<file path="src/wdog_pkg.sv">
// Purpose: shared constants for the watchdog and clock monitor block
// Assumes: 32-bit Avalon-MM register bus, word aligned byte addresses
// Notes: control bit positions and register offsets are fixed here; the control read view repeats the bit order by hand
package wdog_pkg;
	// ************************************************************
	// register map (byte addresses)
	// ************************************************************
	localparam logic [3:0] ADDR_CONTROL = 4'h0;
	localparam logic [3:0] ADDR_SERVICE = 4'h4;
	localparam logic [3:0] ADDR_STATUS = 4'h8;
	localparam logic [3:0] ADDR_TEST = 4'hC;
	// ************************************************************
	// control register fields
	// ************************************************************
	localparam int BIT_MON_EN = 7;
	localparam int BIT_FORCE_MON_EN = 6;
	localparam int BIT_FORCE_MON_RST = 5;
	localparam int BIT_FORCE_WD_RST = 4;
	localparam int BIT_RST_DISABLE = 3;
	localparam int RATE_LSB = 0;
	localparam int RATE_W = 3;
	localparam logic [7:0] CONTROL_RESET = 8'h00;
	// ************************************************************
	// status and test register fields
	// ************************************************************
	localparam int BIT_ARMED = 0;
	localparam int BIT_WD_CAUSE = 1;
	localparam int BIT_MON_CAUSE = 2;
	localparam int BIT_SPECIAL = 3;
	localparam int BIT_BYPASS = 0;
	// ************************************************************
	// service values and divider figures
	// ************************************************************
	localparam logic [7:0] SERVICE_ARM = 8'h55;
	localparam logic [7:0] SERVICE_FIRE = 8'hAA;
	localparam int PRESCALE_BITS = 13;
	localparam int BYPASS_BITS = 2;
	localparam int TIMEOUT_BITS = 10;
	localparam logic [31:0] READ_UNMAPPED = 32'h0000_0000;
	typedef enum logic [1:0] {
		BUS_IDLE = 2'b01,
		BUS_ANSWER = 2'b10
	} bus_state_t;
endpackage

</file>
<file path="src/wdog_prescale.sv">
// Purpose: fixed pre-divider of the bus clock feeding the watchdog chain
// Assumes: ce freezes the counter
// Notes: bypass keeps only the first two stages (count bits 1:0) for test speed-up
`timescale 1ns/1ps
module wdog_prescale #(
	parameter int PRE_BITS = wdog_pkg::PRESCALE_BITS
) (
	input wire logic sys_clk,
	input wire logic rst,
	input wire logic ce,
	input wire logic bypass,
	output logic tick
);
	import wdog_pkg::*;
	logic [PRE_BITS-1:0] count;
	wire full_wrap = &count;
	wire short_wrap = &count[BYPASS_BITS-1:0];
	wire next_tick = bypass ? short_wrap : full_wrap;
	// ************************************************************
	// free-running divider, tick once per wrap
	// ************************************************************
	always_ff @(posedge sys_clk) begin
		if (rst) begin
			count <= '0;
			tick <= 1'b0;
		end else if (ce) begin
			count <= count + 1'b1;
			tick <= next_tick;
		end
	end
endmodule

</file>
<file path="src/wdog_timeout.sv">
// Purpose: watchdog timeout counter driven by prescaler ticks
// Assumes: tick is a one-cycle pulse, rate code 0 stops the count
// Notes: expire is a one-cycle pulse in the cycle after the last tick of the period
`timescale 1ns/1ps
module wdog_timeout #(
	parameter int CNT_BITS = wdog_pkg::TIMEOUT_BITS
) (
	input wire logic sys_clk,
	input wire logic rst,
	input wire logic ce,
	input wire logic tick,
	input wire logic restart,
	input wire logic [wdog_pkg::RATE_W-1:0] rate,
	output logic expire
);
	import wdog_pkg::*;
	logic [CNT_BITS-1:0] count;
	// extra division after the prescaler, in ticks
	function automatic logic [CNT_BITS:0] span(input logic [RATE_W-1:0] code);
		unique case (code)
			3'h1: span = (CNT_BITS+1)'(1);
			3'h2: span = (CNT_BITS+1)'(4);
			3'h3: span = (CNT_BITS+1)'(16);
			3'h4: span = (CNT_BITS+1)'(64);
			3'h5: span = (CNT_BITS+1)'(256);
			3'h6: span = (CNT_BITS+1)'(512);
			3'h7: span = (CNT_BITS+1)'(1024);
			default: span = '0;
		endcase
	endfunction
	wire enabled = rate != '0;
	wire last = ({1'b0, count} == span(rate) - 1'b1);
	// ************************************************************
	// count ticks, expire at the selected division
	// ************************************************************
	always_ff @(posedge sys_clk) begin
		if (rst) begin
			count <= '0;
			expire <= 1'b0;
		end else if (ce) begin
			expire <= enabled && tick && last && !restart;
			if (!enabled || restart || (tick && last))
				count <= '0;
			else if (tick)
				count <= count + 1'b1;
		end
	end
endmodule

</file>
<file path="src/wdog_monitor.sv">
// Purpose: watchdog and clock-loss monitor control with Avalon-MM registers
// Assumes: special_mode, clock_slow and stop_active are synchronous levels
// Notes: clock_slow comes from a delay cell that runs without device clocks
//
// The Avalon-MM register port and the address map were chosen for this implementation.
`timescale 1ns/1ps
module wdog_monitor (
	input wire logic sys_clk,
	input wire logic rst,
	input wire logic ce,
	input wire logic special_mode,
	input wire logic clock_slow,
	input wire logic stop_active,
	input wire logic [3:0] avs_address,
	input wire logic avs_read,
	input wire logic avs_write,
	input wire logic [31:0] avs_writedata,
	input wire logic [3:0] avs_byteenable,
	output logic [31:0] avs_readdata,
	output logic avs_waitrequest,
	output logic watchdog_reset,
	output logic monitor_reset,
	output logic system_reset,
	output logic watchdog_active,
	output logic monitor_active
);
	import wdog_pkg::*;

	// ************************************************************
	// state
	// ************************************************************
	bus_state_t bus_state;
	bus_state_t next_bus_state;
	logic clock_monitor_enable;
	logic force_monitor_enable;
	logic reset_disable;
	logic [RATE_W-1:0] watchdog_rate;
	logic divider_bypass;
	logic force_enable_written;
	logic rate_written;
	logic armed;
	logic wd_cause;
	logic mon_cause;
	logic pre_tick;
	logic expire;

	// ************************************************************
	// bus decode
	// ************************************************************
	// a request is taken at the edge where waitrequest is seen low
	wire request = avs_read | avs_write;
	wire take = request && (bus_state == BUS_ANSWER);
	wire wr_take = take && avs_write;
	wire lane0 = avs_byteenable[0];
	wire hit_control = avs_address == ADDR_CONTROL;
	wire hit_service = avs_address == ADDR_SERVICE;
	wire hit_status = avs_address == ADDR_STATUS;
	wire hit_test = avs_address == ADDR_TEST;
	wire [7:0] wbyte = avs_writedata[7:0];

	// write strobes, low byte lane only
	wire wr_control = wr_take && hit_control && lane0;
	wire wr_service = wr_take && hit_service && lane0;
	wire wr_status = wr_take && hit_status && lane0;
	wire wr_test = wr_take && hit_test && lane0;

	// ************************************************************
	// write permission by operating mode
	// ************************************************************
	// forced enable: once in normal mode, any time in special mode
	wire force_en_may = special_mode || !force_enable_written;
	// rate select: once in normal mode, any time in special mode
	wire rate_may = special_mode || !rate_written;
	// special-mode-only fields
	wire test_may = special_mode;

	// ************************************************************
	// service sequence decode
	// ************************************************************
	wire svc_arm = wr_service && (wbyte == SERVICE_ARM);
	wire svc_fire = wr_service && (wbyte == SERVICE_FIRE);
	wire svc_bad = wr_service && !svc_arm && !svc_fire;
	// a completed pair only when armed beforehand
	wire svc_done = svc_fire && armed;

	// ************************************************************
	// enables and fault sources
	// ************************************************************
	// forced enable overrides the enable bit
	wire mon_on = force_monitor_enable | clock_monitor_enable;
	wire wd_on = watchdog_rate != '0;
	// loss flag from the clock-independent delay cell, stop counted as loss
	wire clock_lost = clock_slow | stop_active;
	// forced resets act only in special mode
	wire force_mon = wr_control && test_may && wbyte[BIT_FORCE_MON_RST];
	wire force_wd = wr_control && test_may && wbyte[BIT_FORCE_WD_RST];
	wire mon_fault = mon_on && (clock_lost || force_mon);
	wire wd_fault = svc_bad || (wd_on && (expire || force_wd));
	// reset disable blocks both resets whatever else is set
	wire mon_fire = mon_fault && !reset_disable;
	wire wd_fire = wd_fault && !reset_disable;

	// ************************************************************
	// read mux
	// ************************************************************
	wire [7:0] control_view = {clock_monitor_enable, force_monitor_enable, 1'b0, 1'b0,
		reset_disable, watchdog_rate};
	wire [7:0] status_view = {4'h0, special_mode, mon_cause, wd_cause, armed};
	wire [7:0] test_view = {7'h00, divider_bypass};
	// service register always reads zero
	wire [31:0] next_readdata = hit_control ? {24'h00_0000, control_view} :
		hit_status ? {24'h00_0000, status_view} :
		hit_test ? {24'h00_0000, test_view} :
		READ_UNMAPPED;

	// ************************************************************
	// bus handshake state machine
	// ************************************************************
	// one idle cycle, then waitrequest low for exactly one cycle
	always_comb begin
		next_bus_state = bus_state;
		unique case (bus_state)
			BUS_IDLE: begin
				if (request)
					next_bus_state = BUS_ANSWER;
			end
			BUS_ANSWER: begin
				next_bus_state = BUS_IDLE;
			end
			default: begin
				next_bus_state = BUS_IDLE;
			end
		endcase
	end

	// state and bus outputs
	always_ff @(posedge sys_clk) begin
		if (rst) begin
			bus_state <= BUS_IDLE;
			avs_waitrequest <= 1'b1;
			avs_readdata <= '0;
		end else if (ce) begin
			bus_state <= next_bus_state;
			avs_waitrequest <= !(bus_state == BUS_IDLE && request);
			if (bus_state == BUS_IDLE && avs_read)
				avs_readdata <= next_readdata;
		end
	end

	// ************************************************************
	// control register
	// ************************************************************
	// monitor enable is free to write; the rest follow mode permission
	always_ff @(posedge sys_clk) begin
		if (rst) begin
			clock_monitor_enable <= CONTROL_RESET[BIT_MON_EN];
			force_monitor_enable <= CONTROL_RESET[BIT_FORCE_MON_EN];
			reset_disable <= CONTROL_RESET[BIT_RST_DISABLE];
			watchdog_rate <= CONTROL_RESET[RATE_LSB+:RATE_W];
		end else if (ce && wr_control) begin
			clock_monitor_enable <= wbyte[BIT_MON_EN];
			if (force_en_may)
				force_monitor_enable <= wbyte[BIT_FORCE_MON_EN];
			if (test_may)
				reset_disable <= wbyte[BIT_RST_DISABLE];
			if (rate_may)
				watchdog_rate <= wbyte[RATE_LSB+:RATE_W];
		end
	end

	// write-once tracking, armed by the first write in normal mode
	always_ff @(posedge sys_clk) begin
		if (rst) begin
			force_enable_written <= 1'b0;
			rate_written <= 1'b0;
		end else if (ce && wr_control && !special_mode) begin
			force_enable_written <= 1'b1;
			rate_written <= 1'b1;
		end
	end

	// ************************************************************
	// test register
	// ************************************************************
	always_ff @(posedge sys_clk) begin
		if (rst)
			divider_bypass <= 1'b0;
		else if (ce && wr_test && test_may)
			divider_bypass <= wbyte[BIT_BYPASS];
	end

	// ************************************************************
	// service sequence
	// ************************************************************
	// first step arms, a completed second step disarms
	always_ff @(posedge sys_clk) begin
		if (rst)
			armed <= 1'b0;
		else if (ce) begin
			if (svc_arm)
				armed <= 1'b1;
			else if (svc_done || svc_bad)
				armed <= 1'b0;
		end
	end

	// ************************************************************
	// reset cause flags, write one to clear, set wins
	// ************************************************************
	always_ff @(posedge sys_clk) begin
		if (rst) begin
			wd_cause <= 1'b0;
			mon_cause <= 1'b0;
		end else if (ce) begin
			if (wd_fire)
				wd_cause <= 1'b1;
			else if (wr_status && wbyte[BIT_WD_CAUSE])
				wd_cause <= 1'b0;
			if (mon_fire)
				mon_cause <= 1'b1;
			else if (wr_status && wbyte[BIT_MON_CAUSE])
				mon_cause <= 1'b0;
		end
	end

	// ************************************************************
	// timing chain
	// ************************************************************
	// bypass counts only in special mode
	wire bypass_live = divider_bypass && special_mode;
	wdog_prescale #(
		.PRE_BITS(PRESCALE_BITS)
	) u_prescale (
		.sys_clk(sys_clk),
		.rst(rst),
		.ce(ce),
		.bypass(bypass_live),
		.tick(pre_tick)
	);

	// timeout restarts only on a completed pair
	wdog_timeout #(
		.CNT_BITS(TIMEOUT_BITS)
	) u_timeout (
		.sys_clk(sys_clk),
		.rst(rst),
		.ce(ce),
		.tick(pre_tick),
		.restart(svc_done),
		.rate(watchdog_rate),
		.expire(expire)
	);

	// ************************************************************
	// reset outputs
	// ************************************************************
	// one-cycle pulses per fault cycle; system reset is their union
	always_ff @(posedge sys_clk) begin
		if (rst) begin
			watchdog_reset <= 1'b0;
			monitor_reset <= 1'b0;
			system_reset <= 1'b0;
			watchdog_active <= 1'b0;
			monitor_active <= 1'b0;
		end else if (ce) begin
			watchdog_reset <= wd_fire;
			monitor_reset <= mon_fire;
			system_reset <= wd_fire || mon_fire;
			watchdog_active <= wd_on;
			monitor_active <= mon_on;
		end
	end
endmodule

</file>
<file path="config.mk">
export PLATFORM = sky130hd
export DESIGN_NAME = wdog_monitor
export DESIGN_NICKNAME = d
export VERILOG_FILES = /design/src/wdog_pkg.sv /design/src/wdog_prescale.sv /design/src/wdog_timeout.sv /design/src/wdog_monitor.sv
export SDC_FILE = /design/constraint.sdc
export NUM_CORES = 1
export LEC_CHECK = 0
export ABC_AREA = 1
export BUFFER_PORTS_ARGS = -buffer_cell sky130_fd_sc_hd__buf_2
export CELL_PAD_IN_SITES_DETAIL_PLACEMENT = 0
export CELL_PAD_IN_SITES_GLOBAL_PLACEMENT = 1
export CORE_MARGIN = 3
export CORE_UTILIZATION = 39
export DETAILED_ROUTE_END_ITERATION = 6
export GPL_TIMING_DRIVEN = 0
export PLACE_DENSITY = 0.91
export SETUP_SLACK_MARGIN = 0.3
export SYNTH_ARGS = -nofsm -noshare
export SYNTH_HDL_FRONTEND = slang
export SYNTH_HIERARCHICAL = 1
export SYNTH_SLANG_ARGS = --single-unit
</file>
<file path="constraint.sdc">
create_clock -name sys_clk -period 5 [get_ports sys_clk]
set_input_delay 0.25 -clock sys_clk [delete_from_list [all_inputs] [get_ports sys_clk]]
set_output_delay 0.25 -clock sys_clk [all_outputs]
set_load 0.03 [all_outputs]
</file>
Yosys cells after proc, flatten, opt, wreduce, memory -nomap -nowiden
Cells that the tools add are included.
{"block": "word_totals", "register_bits": 76}
{"block": "classes", "add_sub_neg": 3, "eq_ne": 16, "n_mux": 15, "bitwise": 3, "n_reduce_logical": 67}
{"operator": "$pmux 11 s7", "n": 1}
{"operator": "$logic_and 1x1->1", "n": 35}
{"operator": "$mux 10", "n": 2}
{"operator": "$reduce_and 2->1", "n": 9}
{"operator": "$add 13x1->13 const B", "n": 1}
{"operator": "$reduce_and 13->1", "n": 1}
{"operator": "$eq 3x3->1 const B", "n": 4}
{"operator": "$eq 10x11->1", "n": 1}
{"operator": "$sub 11x1->11 const B", "n": 1}
{"operator": "$add 10x1->10 const B", "n": 1}
{"operator": "$eq 4x4->1 const B", "n": 2}
{"operator": "$eq 8x7->1 const B", "n": 1}
{"operator": "$eq 8x8->1 const B", "n": 1}
{"operator": "$logic_not 1->1", "n": 8}
{"operator": "$logic_or 1x1->1", "n": 8}
{"operator": "$mux 1", "n": 8}
{"operator": "$mux 8", "n": 1}
{"operator": "$reduce_bool 2->1", "n": 4}
{"operator": "$eq 3x2->1 const B", "n": 2}
{"operator": "$eq 4x3->1 const B", "n": 1}
{"operator": "$logic_not 4->1", "n": 1}
{"operator": "$mux 2", "n": 2}
{"operator": "$mux 4", "n": 1}
{"operator": "$eq 3x1->1 const B", "n": 1}
{"operator": "5 further kinds", "n": 7}

Depth between registers and ports, before layout
{"block": "logic_depth", "word_depth": 13, "ltp_mapped": 20}

By module
The synthesis kept the hierarchy.
{"module": "wdog_monitor", "instances": 1, "cells_per_inst": 196, "area_each_um2": 1406.3, "seq_area_each_um2": 500.5}
{"module": "wdog_timeout", "instances": 1, "cells_per_inst": 164, "area_each_um2": 1022.2, "seq_area_each_um2": 220.2}
{"module": "wdog_prescale", "instances": 1, "cells_per_inst": 101, "area_each_um2": 699.4, "seq_area_each_um2": 280.3}

Least setup slack after synthesis
OpenSTA, ideal clock, no wires.
{"block": "synth_timing", "path_type": "flip-flop to flip-flop", "startpoint": "reg watchdog_rate[2]", "endpoint": "reg u_timeout.count[2]", "setup_ns": 0.116, "t_arrival_ns": 2.233, "t_required_ns": 4.884, "slack_ns": 2.651, "path_stages_with_launch": 21, "path_buffers": 1, "period_less_slack_ns": 2.349, "cell_sequence": "dfxtp_1 -> buf_4 -> inv_2 -> ha_1 -> nor2_1 -> nand2_2 -> nand3_1 -> ha_1 -> inv_1 -> nand2_1 -> nand3_1 -> nor2_1 -> nand2_1 -> nor2_1 -> nand3_1 -> nor2_2 -> nand2_1 -> nand2_1 -> nand2_2 -> nand2_4 -> nor2_2"}
{"block": "synth_between", "elab_chain_len": 8}
{"item": "start, declared", "line_no": "wdog_monitor.sv:37", "text": "logic [RATE_W-1:0] watchdog_rate;"}
{"item": "start signal, assigned", "line_no": "wdog_monitor.sv:159", "text": "watchdog_rate <= CONTROL_RESET[RATE_LSB+:RATE_W];"}
{"item": "start signal, assigned", "line_no": "wdog_monitor.sv:167", "text": "watchdog_rate <= wbyte[RATE_LSB+:RATE_W];"}
{"item": "$eq 3x3->1, or another cell as far along", "line_no": "wdog_timeout.sv:20", "text": "unique case (code)"}
{"item": "$pmux 11 s7", "line_no": "wdog_timeout.sv:20"}
{"item": "$sub 11x1->11", "line_no": "wdog_timeout.sv:32", "text": "wire last = ({1'b0, count} == span(rate) - 1'b1);"}
{"item": "$eq 10x11->1", "line_no": "wdog_timeout.sv:32"}
{"item": "$logic_and 1x1->1", "line_no": "wdog_timeout.sv:42", "text": "if (!enabled || restart || (tick && last))"}
{"item": "$logic_or 1x1->1 (*)", "line_no": "wdog_timeout.sv:42"}
{"item": "$reduce_bool 2->1 (no source line)"}
{"item": "$reduce_and 2->1 (no source line)"}
{"item": "end signal, assigned", "line_no": "wdog_timeout.sv:45", "text": "count <= count + 1'b1;"}
{"item": "end, declared", "line_no": "wdog_timeout.sv:17", "text": "logic [CNT_BITS-1:0] count;"}
Mark *: on every way between the ends. The rest lies on a longest branch, timed or not.
A chain may end at the register's enable or synchronous reset.

Worst setup path in the final report
{"block": "layout_timing", "startpoint": "reg watchdog_rate[2]", "endpoint": "reg u_timeout.count[9]"}
Same word-level chain as after synthesis.

==> metrics <==
CTS tree done; uppermost layer routed met4; Period Utilization, post-route 0.561; latest clock arrival within the worst-skew pair 0.31 ns; Least-Margin Pin Slew 0.513 ns; Fin Clk Skew 0.0141 ns; placed inst area 3510 sq um; DR vias 2902; vias per cell 4.62; first-pass GRT wire length 12100 um; post-route insts no fill 628; Worst VDD drop 0.000116 V; DP Cell Count 620; Startpoint Class register; DR DRC count 0; initial antenna violation count 0; 1st-pass router iterations 5; Bufs on Longest Clock Path 2; crit path from watchdog_rate[2]; post-synthesis cell area 3130 sq um; fin nets 580; synthesized area per cell 6.79 sq um; metal3 WL 310 um; root buffer cell clkbuf_8; Port Buffer Count 32; area occupied by multi-input gates 1730 sq um; number of fill cells in the layout 825; hold_sp avs_writedata[0]; layout cells sized above 1 0.230; commonest non-fill, non-tap cell in the layout nand2_1; final setup vio count 0; synthesized flop and latch total 50; routed wire length on met2 3420 um; slew margin rel. 0.658; final instance area 3630 sq um; TNS Setup 0 ns; Syn Inst Count 461; Post-CTS Setup Repair Bufs 0; critical path endpoint category register; cts bufs inserted 5; DR WL/cell 11.5 um; Register Area 1000 sq um; Post-CTS Hold Fix Bufs 0; Die Ht 95.6 um; worst flop-to-flop path startpoint watchdog_rate[2]; status completed; CP Max Fanout 10; GR Util All Layers 0.164; Flop pwr share 0.499; Max-cap violations 0; final WL 7200 um; antenna diode count 0; Final Hold Vio Count 0; Int Pwr 0.591 mW; Layout area overhead 15.9%; RSZ-0062 raised after global routing no; DP HPWL 5630 um; # rows 32; total grt overflow 0; largest net degree at the start of global routing 18; Comb pwr share 0.134; post-synth cell types 36; complex-gate fraction of the synthesized area 0.108; Data required, critical path 5.20 ns; Yosys warning count 6; full die area 9130 sq um; Final Core Density 0.467; switching share of power 0.280; arrival time at the worst endpoint 3.00 ns; fraction of the mapped netlist area in adder cells 0.0280; vias in the first global route 2641; PwrDens 226 nW/um^2; static leakage 1.66 nW; Total Power Consumption 0.821 mW; H-tree depth 2; worst hold-check path type in2reg; Setup Crit Path Kind reg2reg; Initial Utilization 0.403; most frequent cells in the layout nand2_1 (92), inv_1 (65), nor2_1 (50), dfxtp_1 (50), nand3_1 (34); Slew Viols, Final 0; XOR/XNOR Fraction of Synth Area 0.0196; Simple-Gate Fraction of Synth Area 0.367; WL met1 3450 um; fmax 357 MHz; IO Pins 86; Starting DRT DRC Count 174; clock share of power 0.368; Net Switching 0.230 mW; core footprint 7770 sq um; largest family of logic cells by synthesized area simple AND/OR/NAND/NOR gates; post-CTS sizing 0; mux cell area share after synthesis 0; Clock Sinks 50; post-route ant nets 0; minimum clock period after layout 2.80 ns; GPL Wtd Cong 0.908; sequential element share of the synthesized area 0.320; Die W 95.6 um; Reg clk slew, reported paths 0.11 ns
[layer usage]
layer,global-route usage,vias up
met5,0,-
met4,0.0379,0
met3,0.0221,2
met2,0.274,50
met1,0.224,1316
li1,-,1534
[cell families after synthesis]
family | count (synthesis)
AO/OA/AOI/OAI | 59
XOR/XNOR | 7
adder cells (fa/ha/maj) | 7
buffers and inverters | 102
flip-flops | 50
other | 1
AND/OR/NAND/NOR | 235
[area by class of cell]
class	instances	share of cell area
Buffer	29	0.0583
Clock buffer	5	0.0190
Clock inverter	3	0.0131
Inverter	73	0.0763
Multi-Input combinational cell	334	0.478
Sequential cell	50	0.276
Tap cell	102	0.0352
Timing Repair Buffer	32	0.0442
[cells in the mapped netlist (all sizes together)]
cell type	count	area share
nand2	103	0.14
inv	73	0.088
nor2	72	0.12
dfxtp	50	0.32
nand3	38	0.067
buf	28	0.066
o21ai	26	0.045
a21oi	24	0.042
nand4	9	0.018
nor3	9	0.018
ha	7	0.028
xor2	6	0.017
o22ai	4	0.0080
nand3b	3	0.0084
a22oi	2	0.0048
a21boi	1	0.0024
a31oi	1	0.0020
clkbuf	1	0.0012
conb	1	0.0012
nor3b	1	0.0024
o21bai	1	0.0036
xnor2	1	0.0028
[through the flow]
stage	hold WS [ns]	setup slack, ns
after floorplan	0.312	2.65
after global placement	0.441	2.28
after detailed placement	0.446	2.26
after CTS	0.209	2.23
after global routing	0.222	2.00
final	0.220	2.20
[power groups by stage]
stage          registers (mW)  logic, mW  clock network (mW)
2_1_floorplan           0.424     0.0748                   0
3_3_place_gp            0.418      0.107                   0
3_5_place_dp            0.419      0.109                   0
4_1_cts                 0.409      0.109               0.311
5_1_grt                 0.411      0.121               0.325
6_report                0.409      0.110               0.302
[flip-flops by register name, summed over array words and instances, names as in the netlist, 2 cells and up]
register,count
avs_readdata,6
bus_state,2
u_prescale/count,13
u_timeout/count,10
watchdog_rate,3
[worst max-delay path, stage by stage (launching register included)]
cell and delay [ns]:
dfxtp_1 0.41, buf_4 0.21, inv_2 0.10, ha_1 0.24, nor2_1 0.13, nand2_2 0.14, nand3_1 0.11, ha_1 0.24
inv_1 0.11, nand2_1 0.07, nand3_1 0.06, nor2_1 0.10, nand2_1 0.05, nor2_1 0.10, nand3_1 0.09, nor2_2 0.12
nand2_1 0.06, nand2_1 0.08, nand2_2 0.06, nand2_4 0.16, nor2_2 0.05
[worst paths after layout]
path	endpoint	slack (ns)	depth (start not counted)
hold / removal	divider_bypass	0.22	3
hold reg to reg	avs_waitrequest	0.46	2
setup reg to reg	u_timeout/count[9]	2.20	20
setup / recovery	u_timeout/count[9]	2.20	20
Note: power is estimated with default switching activity, not from simulation.
